--- src/hdl/isfl_pkg.sv ---
// Contract
// After each slave acknowledge slot in master transmit, ack flag shows NACK; the code loads ack_nack instead, so an ACK reads zero.
// Transmit-in-progress sets at master transmit start, clears after slave acknowledge.
// Bus collision flag sets on any master collision; only software clears it.
// General call flag sets on general call address, clears on Stop.
// Ten-bit flag sets on matching second address byte, clears on Stop.
// Transmit buffer write while busy is discarded and sets write collision flag.
// Receive transfer into a still full buffer sets overflow; only software clears.
// Slave data/address flag clears on address match, sets on data byte.
// Stop flag is one only when the last bus condition was a Stop.
// Status bits 13 to 11 read zero and ignore writes.
// Flags reset to zero; software writes only clear clearable flags.
// Status flag positions follow the fixed bit layout from 15 down to 0.
package isfl_pkg;
  localparam logic [7:0] ISFL_OFF_STATUS = 8'h00;
  localparam logic [7:0] ISFL_OFF_EVENT = 8'h04;
  localparam logic [7:0] ISFL_OFF_MASK = 8'h08;
  localparam logic [7:0] ISFL_OFF_TXBUF = 8'h0c;
  localparam int ISFL_ACK_BIT = 15;
  localparam int ISFL_TRS_BIT = 14;
  localparam int ISFL_BCL_BIT = 10;
  localparam int ISFL_GC_BIT = 9;
  localparam int ISFL_TEN_BIT = 8;
  localparam int ISFL_WCOL_BIT = 7;
  localparam int ISFL_OV_BIT = 6;
  localparam int ISFL_DA_BIT = 5;
  localparam int ISFL_STOP_BIT = 4;
  localparam logic [15:0] ISFL_STATUS_RST = 16'h0000;
  localparam logic [5:0] ISFL_EVENT_RST = 6'h00;
  localparam logic [5:0] ISFL_MASK_RST = 6'h00;
  localparam int ISFL_EV_STOP = 0;
  localparam int ISFL_EV_START = 1;
  localparam int ISFL_EV_BCL = 2;
  localparam int ISFL_EV_WCOL = 3;
  localparam int ISFL_EV_OV = 4;
  localparam int ISFL_EV_GC = 5;
  localparam logic [1:0] ISFL_RESP_OKAY = 2'b00;
  localparam logic [1:0] ISFL_RESP_SLVERR = 2'b10;

  typedef struct packed {
    logic ack_slot_done;
    logic ack_nack;
    logic master_tx_start;
    logic collision;
    logic gc_match;
    logic ten_bit_match;
    logic addr_match;
    logic data_byte_rx;
    logic rsr_transfer;
    logic rcv_full;
    logic busy;
  } isfl_evt_s;
endpackage

--- src/hdl/isfl_status.sv ---
// The register offsets and register access over AXI4-Lite were decided locally.
`timescale 1ns/1ps
module isfl_status
(
  input wire logic aclk,
  input wire logic aresetn,
  input wire logic [7:0] s_axi_awaddr,
  input wire logic s_axi_awvalid,
  output logic s_axi_awready,
  input wire logic [31:0] s_axi_wdata,
  input wire logic [3:0] s_axi_wstrb,
  input wire logic s_axi_wvalid,
  output logic s_axi_wready,
  output logic [1:0] s_axi_bresp,
  output logic s_axi_bvalid,
  input wire logic s_axi_bready,
  input wire logic [7:0] s_axi_araddr,
  input wire logic s_axi_arvalid,
  output logic s_axi_arready,
  output logic [31:0] s_axi_rdata,
  output logic [1:0] s_axi_rresp,
  output logic s_axi_rvalid,
  input wire logic s_axi_rready,
  input wire isfl_pkg::isfl_evt_s evt,
  input wire logic [3:0] low_flags,
  input wire logic scl_in,
  input wire logic sda_in,
  output logic [15:0] bus_status_register,
  output logic tx_load,
  output logic [7:0] tx_data,
  output logic irq
);
  import isfl_pkg::*;

  logic scl_s1, scl_s2, sda_s1, sda_s2, sda_d;
  logic start_det, stop_det;
  logic ack_reg, trs_reg, bcl_reg, gc_reg, ten_reg, wcol_reg, ov_reg, da_reg, stop_reg;
  logic [5:0] event_reg, mask_reg, event_set;
  logic aw_hold, w_hold, bvalid_reg, rvalid_reg, tx_load_reg;
  logic [7:0] awaddr_reg, tx_data_reg;
  logic [31:0] wdata_reg, rdata_reg;
  logic [3:0] wstrb_reg;
  logic [1:0] bresp_reg, rresp_reg;
  wire wr_fire = aw_hold & w_hold & ~bvalid_reg;
  wire [31:0] strb_mask = {{8{wstrb_reg[3]}}, {8{wstrb_reg[2]}}, {8{wstrb_reg[1]}},
                           {8{wstrb_reg[0]}}};
  wire [31:0] wbits = wdata_reg & strb_mask;
  wire wr_status = wr_fire & (awaddr_reg == ISFL_OFF_STATUS);
  wire wr_event = wr_fire & (awaddr_reg == ISFL_OFF_EVENT);
  wire wr_mask = wr_fire & (awaddr_reg == ISFL_OFF_MASK);
  wire wr_txbuf = wr_fire & (awaddr_reg == ISFL_OFF_TXBUF) & wstrb_reg[0];
  wire wr_mapped = (awaddr_reg == ISFL_OFF_STATUS) | (awaddr_reg == ISFL_OFF_EVENT) |
                   (awaddr_reg == ISFL_OFF_MASK) | (awaddr_reg == ISFL_OFF_TXBUF);
  wire bcl_clr = wr_status & wbits[ISFL_BCL_BIT];
  wire wcol_clr = wr_status & wbits[ISFL_WCOL_BIT];
  wire ov_clr = wr_status & wbits[ISFL_OV_BIT];
  wire wcol_set = wr_txbuf & evt.busy;
  wire ov_set = evt.rsr_transfer & evt.rcv_full;
  wire rd_fire = s_axi_arvalid & ~rvalid_reg;
  wire [7:0] rd_addr = {s_axi_araddr[7:2], 2'b00};
  wire rd_mapped = (rd_addr == ISFL_OFF_STATUS) | (rd_addr == ISFL_OFF_EVENT) |
                   (rd_addr == ISFL_OFF_MASK) | (rd_addr == ISFL_OFF_TXBUF);
  wire [15:0] status_word = {ack_reg, trs_reg, 3'b000, bcl_reg, gc_reg, ten_reg,
                             wcol_reg, ov_reg, da_reg, stop_reg, low_flags};
  wire [31:0] rd_mux = (rd_addr == ISFL_OFF_STATUS) ? {16'h0000, status_word} :
                       (rd_addr == ISFL_OFF_EVENT) ? {26'h0, event_reg} :
                       (rd_addr == ISFL_OFF_MASK) ? {26'h0, mask_reg} :
                       (rd_addr == ISFL_OFF_TXBUF) ? {24'h000000, tx_data_reg} :
                       32'h00000000;

  assign start_det = scl_s2 & sda_d & ~sda_s2;
  assign stop_det = scl_s2 & ~sda_d & sda_s2;
  assign event_set = {evt.gc_match, ov_set, wcol_set, evt.collision, start_det, stop_det};
  assign s_axi_awready = ~aw_hold & ~bvalid_reg;
  assign s_axi_wready = ~w_hold & ~bvalid_reg;
  assign s_axi_bvalid = bvalid_reg;
  assign s_axi_bresp = bresp_reg;
  assign s_axi_arready = ~rvalid_reg;
  assign s_axi_rvalid = rvalid_reg;
  assign s_axi_rdata = rdata_reg;
  assign s_axi_rresp = rresp_reg;
  assign bus_status_register = status_word;
  assign tx_load = tx_load_reg;
  assign tx_data = tx_data_reg;
  assign irq = |(event_reg & mask_reg);

  // Bus pins are sampled twice before the condition detectors look at them.
  always_ff @(posedge aclk)
  begin
    if (!aresetn)
    begin
      scl_s1 <= 1'b1;
      scl_s2 <= 1'b1;
      sda_s1 <= 1'b1;
      sda_s2 <= 1'b1;
      sda_d <= 1'b1;
    end
    else
    begin
      scl_s1 <= scl_in;
      scl_s2 <= scl_s1;
      sda_s1 <= sda_in;
      sda_s2 <= sda_s1;
      sda_d <= sda_s2;
    end
  end

  always_ff @(posedge aclk)
  begin
    if (!aresetn)
    begin
      {ack_reg, trs_reg, bcl_reg, gc_reg, ten_reg} <= ISFL_STATUS_RST[4:0];
      {wcol_reg, ov_reg, da_reg, stop_reg} <= ISFL_STATUS_RST[3:0];
    end
    else
    begin
      if (evt.ack_slot_done)
        ack_reg <= evt.ack_nack;
      if (evt.master_tx_start)
        trs_reg <= 1'b1;
      else if (evt.ack_slot_done)
        trs_reg <= 1'b0;
      if (evt.collision)
        bcl_reg <= 1'b1;
      else if (bcl_clr)
        bcl_reg <= 1'b0;
      if (evt.gc_match)
        gc_reg <= 1'b1;
      else if (stop_det)
        gc_reg <= 1'b0;
      if (evt.ten_bit_match)
        ten_reg <= 1'b1;
      else if (stop_det)
        ten_reg <= 1'b0;
      if (wcol_set)
        wcol_reg <= 1'b1;
      else if (wcol_clr)
        wcol_reg <= 1'b0;
      if (ov_set)
        ov_reg <= 1'b1;
      else if (ov_clr)
        ov_reg <= 1'b0;
      if (evt.data_byte_rx)
        da_reg <= 1'b1;
      else if (evt.addr_match)
        da_reg <= 1'b0;
      if (stop_det)
        stop_reg <= 1'b1;
      else if (start_det)
        stop_reg <= 1'b0;
    end
  end

  always_ff @(posedge aclk)
  begin
    if (!aresetn)
    begin
      event_reg <= ISFL_EVENT_RST;
      mask_reg <= ISFL_MASK_RST;
    end
    else
    begin
      event_reg <= event_set | (event_reg & ~(wr_event ? wbits[5:0] : 6'h00));
      if (wr_mask)
        mask_reg <= wbits[5:0];
    end
  end

  // A busy module keeps its old transmit byte; the write is dropped.
  always_ff @(posedge aclk)
  begin
    if (!aresetn)
    begin
      tx_data_reg <= 8'h00;
      tx_load_reg <= 1'b0;
    end
    else
    begin
      tx_load_reg <= wr_txbuf & ~evt.busy;
      if (wr_txbuf & ~evt.busy)
        tx_data_reg <= wdata_reg[7:0];
    end
  end

  always_ff @(posedge aclk)
  begin
    if (!aresetn)
    begin
      aw_hold <= 1'b0;
      w_hold <= 1'b0;
      bvalid_reg <= 1'b0;
      bresp_reg <= ISFL_RESP_OKAY;
      awaddr_reg <= 8'h00;
      wdata_reg <= 32'h00000000;
      wstrb_reg <= 4'h0;
    end
    else
    begin
      if (s_axi_awvalid & s_axi_awready)
      begin
        aw_hold <= 1'b1;
        awaddr_reg <= {s_axi_awaddr[7:2], 2'b00};
      end
      if (s_axi_wvalid & s_axi_wready)
      begin
        w_hold <= 1'b1;
        wdata_reg <= s_axi_wdata;
        wstrb_reg <= s_axi_wstrb;
      end
      if (wr_fire)
      begin
        bvalid_reg <= 1'b1;
        bresp_reg <= wr_mapped ? ISFL_RESP_OKAY : ISFL_RESP_SLVERR;
      end
      else if (bvalid_reg & s_axi_bready)
      begin
        bvalid_reg <= 1'b0;
        aw_hold <= 1'b0;
        w_hold <= 1'b0;
      end
    end
  end

  always_ff @(posedge aclk)
  begin
    if (!aresetn)
    begin
      rvalid_reg <= 1'b0;
      rdata_reg <= 32'h00000000;
      rresp_reg <= ISFL_RESP_OKAY;
    end
    else if (rd_fire)
    begin
      rvalid_reg <= 1'b1;
      rdata_reg <= rd_mux;
      rresp_reg <= rd_mapped ? ISFL_RESP_OKAY : ISFL_RESP_SLVERR;
    end
    else if (s_axi_rready)
      rvalid_reg <= 1'b0;
  end
endmodule // isfl_status

--- config.mk ---
export PLATFORM = sky130hd
export DESIGN_NAME = isfl_status
export DESIGN_NICKNAME = d
export VERILOG_FILES = /design/src/hdl/isfl_pkg.sv /design/src/hdl/isfl_status.sv
export SDC_FILE = /design/constraint.sdc
export NUM_CORES = 1
export LEC_CHECK = 0
export ABC_CLOCK_PERIOD_IN_PS = 1750
export BUFFER_PORTS_ARGS = -buffer_cell sky130_fd_sc_hd__buf_2
export CAP_MARGIN = 20
export CORE_MARGIN = 2
export CORE_UTILIZATION = 30
export DETAILED_ROUTE_END_ITERATION = 12
export HOLD_SLACK_MARGIN = 0.05
export PLACE_DENSITY = 0.68
export REMOVE_ABC_BUFFERS = 1
export SYNTH_ARGS = -nofsm -noshare
export SYNTH_HDL_FRONTEND = slang
export SYNTH_SLANG_ARGS = --single-unit
--- constraint.sdc ---
create_clock -name aclk -period 1.75 [get_ports aclk]
set_clock_uncertainty 0.1 [all_clocks]
set_input_delay 0 -clock aclk [delete_from_list [all_inputs] [get_ports aclk]]
set_output_delay 0 -clock aclk [all_outputs]
set_load 0.005 [all_outputs]
### Yosys cells after proc, flatten, opt, wreduce, memory -nomap -nowiden

Cells that the tools add are included.
Widths: inputs -> output; s select.

* flip-flop bits (word level): 94
* input bits: 76
* output and inout port bits: 67
* word-level logic and storage cells: 120

* equality and inequality tests: 6
* multiplexer cells: 32
* bitwise logic cells: 41
* reduce and logical (&&, ||, !) cells: 13

Operators by type and width (count)
* $mux 1: 25
* $eq 6x2->1 const B: 4
* $mux 8: 3
* $and 1x1->1: 23
* $reduce_bool 2->1: 10
* $logic_not 8->1: 2
* $mux 16: 1
* $and 6x6->6: 2
* $eq 6x1->1 const B: 2
* $and 11x11->11: 1
* $not 1->1: 7
* $mux 6: 1
* $not 6->6: 1
* $or 1x1->1: 6
* $or 6x6->6: 1
* $reduce_or 6->1: 1
* $mux 2: 2

### Longest topological paths before layout

* word-level depth: 7
* depth in mapped cells: 6
* mapped depth without buffers: 3

### Worst setup path before layout

OpenSTA, ideal clock, no wires.

* kind: register to register
* start point: reg awaddr_reg[4]
* end point: reg mask_reg[0]
* library setup time: 0.118 ns
* arrival time: 1.600 ns
* required time: 1.532 ns
* setup slack: -0.068 ns
* stages on the path, launching flop included: 6
* buffers on the path: 2
* cell sequence: dfxtp_1 -> or4_1 -> buf_2 -> or4_4 -> buf_6 -> mux2i_1

* longest elaborated chain between the ends: 2

RTL lines
* from (decl): RTL line isfl_status.sv:40 `logic [7:0] awaddr_reg, tx_data_reg;`
* from (signal assigned): RTL line isfl_status.sv:202 `awaddr_reg <= {s_axi_awaddr[7:2], 2'b00};`
* $eq 6x2->1: RTL line isfl_status.sv:50 `wire wr_mask = wr_fire & (awaddr_reg == ISFL_OFF_MASK);`
* $and 1x1->1: RTL line isfl_status.sv:50
* to (signal assigned): RTL line isfl_status.sv:165 `mask_reg <= wbits[5:0];`
* to (decl): RTL line isfl_status.sv:38 `logic [5:0] event_reg, mask_reg, event_set;`

No other way between the ends.
A chain may end at the register's enable or synchronous reset.

### Worst setup path in the final report

* start point: reg awaddr_reg[4]
* end point: reg mask_reg[5]

The elaborated chain is that of the path after synthesis.

==> results.toml <==
[worst_setup_path]
rrSetupSlack_ns = -0.02
crit_path_max_fanout = 6
cp-end-kind = "register"
path_class = "register to register"
startpoint = "awaddr_reg[4]$_SDFFE_PN0P_"
rr_startpoint = "awaddr_reg[4]$_SDFFE_PN0P_"
arrival_ns = 1.90
start_kind = "register"
crit_required_ns = 1.88

[timing]
hold_viol = 0
min_period_over_period_pct = 101
holdWs_ns = 0.173
slew_violations = 0
grt_setup_unrepaired = "yes"
fin_ws_ns = -0.0198
setup_viol = 6
min_period_ns = 1.77
max_freq_ghz = 0.565

[synthesis]
yosys.cell_types.count = 41
synth_area_um2 = 3270
synth_area_per_cell_um2 = 9.24
ys_warn_count = 0
ys_ff_latch = 71
synth_cells = 354
synth-seq-area-share_pct = 43.5

[min_path]
hold_path_class = "input pin to register"
hp-start = "s_axi_araddr[3]"

[floorplan]
coreArea_um2 = 10700
initial_core_util_pct = 30.4
dieWidth_um = 108
die_area_um2 = 11700
rows = 38
ios = 143
die_height_um = 108

[layout]
largest_reg_flops = 13
multi_input_area_um2 = 1580
n_fill_cell = 1068
drive_above_1_share_pct = 27.0
register_area_um2 = 1420
area_growth_pct = 35.3
design_area_um2 = 4420
final_nets = 556
antenna_cells = 0
layout_common_cells = "buf_2, dfxtp_1, dlygate4sd3_1"
final_common_cell = "buf_2"

[cts]
cts-root-buf = "clkbuf_8"
clk_latency_ns = 0.34
cts.sinks = 71
clk_pin_slew_ns = 0.07
cts_tree = "done"
clock_path_buffers = 2
htreeDepth = 3
cts_made_buffers = 9

[global_routing]
antenna_found_initial = 0
grt.overflow.total = 0
grt_use_total_pct = 13.9
first_global_vias = 2605
grt_pass1_wl_mm = 12.8
grt_max_degree = 29

[pwr]
p_per_area_nw_per_um2 = 776
power.leakage_nw = 1.91
peakVddDrop_uv = 343

[placed_design]
gp_congestion = 0.824
port_buffers = 89
post-dp-hpwl_mm = 5.99
post-place-ws_ns = -0.0963
place_area_um2 = 3750

[route]
dr.pass1.iters = 4
avgRoutedWirePerCell_um = 13.2
drt-total-wl_mm = 8.17
drt-vias-per-instance = 4.53
dr.first_iter.drc_count = 102
drc = 0
postRouteAntennaNets = 0
num_vias = 2814

[job]
drv_cap = 0

[outcome]
outcome = "finished with violations"
violations = "negative setup slack"
==> cell usage after synthesis (all sizes together) <==
cell type | count | area [um^2]
a22oi | 3 | 22.5
and2 | 6 | 37.5
a31oi | 3 | 18.8
conb | 1 | 3.75
nand2 | 38 | 143
nand3 | 8 | 40.0
nor2 | 5 | 18.8
a21boi | 11 | 82.6
o22ai | 2 | 12.5
o41ai | 2 | 17.5
dfxtp | 71 | 1420
a21oi | 6 | 30.0
o21a | 2 | 15.0
nand4 | 5 | 31.3
or4bb | 1 | 11.3
nor3b | 4 | 35.0
clkbuf | 16 | 60.1
o211a | 1 | 10.0
nand3b | 2 | 15.0
and3 | 2 | 12.5
or2 | 1 | 6.26
o211ai | 2 | 15.0
o31ai | 1 | 7.51
nor4 | 4 | 25.0
nand2b | 11 | 68.8
mux2i | 38 | 380
inv | 8 | 30.0
or4 | 3 | 26.3
o2bb2ai | 7 | 61.3
o2111ai | 6 | 52.6
a41oi | 2 | 17.5
o21ai | 14 | 70.1
buf | 43 | 312
and3b | 1 | 8.76
nor2b | 24 | 150
==> critical path, stage by stage, from the launching register on <==
cell     delay, ns
dfxtp_2       0.32
or4_4         0.57
or4_4         0.51
mux2i_1       0.15
==> power by group <==
group          internal (mW)  switching (mW)  total, mW
clock                  0.663           0.550       1.21
sequential              1.68          0.0555       1.73
combinational          0.264           0.223      0.487
total                   2.61           0.828       3.43
==> layer usage <==
layer / wire, um / vias up / part of all wire [%] / GRT usage [%]
met3: 447 / 9 / 5.5 / 3.07
met5: 0 / - / 0 / 0
met1: 3810 / 1289 / 47 / 17.4
met4: 150 / 0 / 1.8 / 6.04
li1: - / 1421 / - / -
met2: 3760 / 95 / 46 / 23.0
==> final cells by class <==
type,count,area share [%]
Sequential cell,71,32.2
Inverter,8,0.679
Clock inverter,2,0.792
Timing Repair Buffer,151,23.6
Clock buffer,10,3.11
Tap cell,140,3.96
Multi-Input combinational cell,239,35.7
==> metrics by stage <==
| step | cells | util (%) | power [mW] | setup TNS, ns |
|---|---|---|---|---|
| after floorplan | 318 | - | 1.94 | -12.84 |
| after global placement | 563 | 34.9 | 2.15 | -1.01 |
| final | 621 | 41.2 | 3.43 | -0.0594 |
| after CTS | 621 | 40.8 | 3.46 | -0.130 |
| after detailed placement | 563 | 34.9 | 2.16 | -1.49 |
| after global routing | 621 | 41.2 | 3.59 | -0.921 |
==> logic make-up after synthesis <==
logic type / share of synthesized area (%)
other: 0.115
and+or+nand+nor: 19.2
DFF: 43.5
buffers and inverters: 12.3
AOI/OAI and AO/OA: 13.2
muxes: 11.6
==> path summary, 6_finish.rpt <==
kind / to / cells past startpoint
worst min register to register: scl_s2$_SDFF_PN1_ / 1
worst min-delay path: s_axi_rdata[7]$_SDFFE_PN0P_ / 4
worst max register to register: mask_reg[5]$_SDFFE_PN0P_ / 3
worst max-delay path: mask_reg[5]$_SDFFE_PN0P_ / 3
==> repair_timing <==
action,4_1_cts,5_1_grt
endpoints found under the setup margin,24,31
setup buffers,1,0
cloned,0,0
endpoints found under the hold margin,50,0
gates resized for setup,1,9
hold buffers,45,0
(Power assumes the default switching activity.)
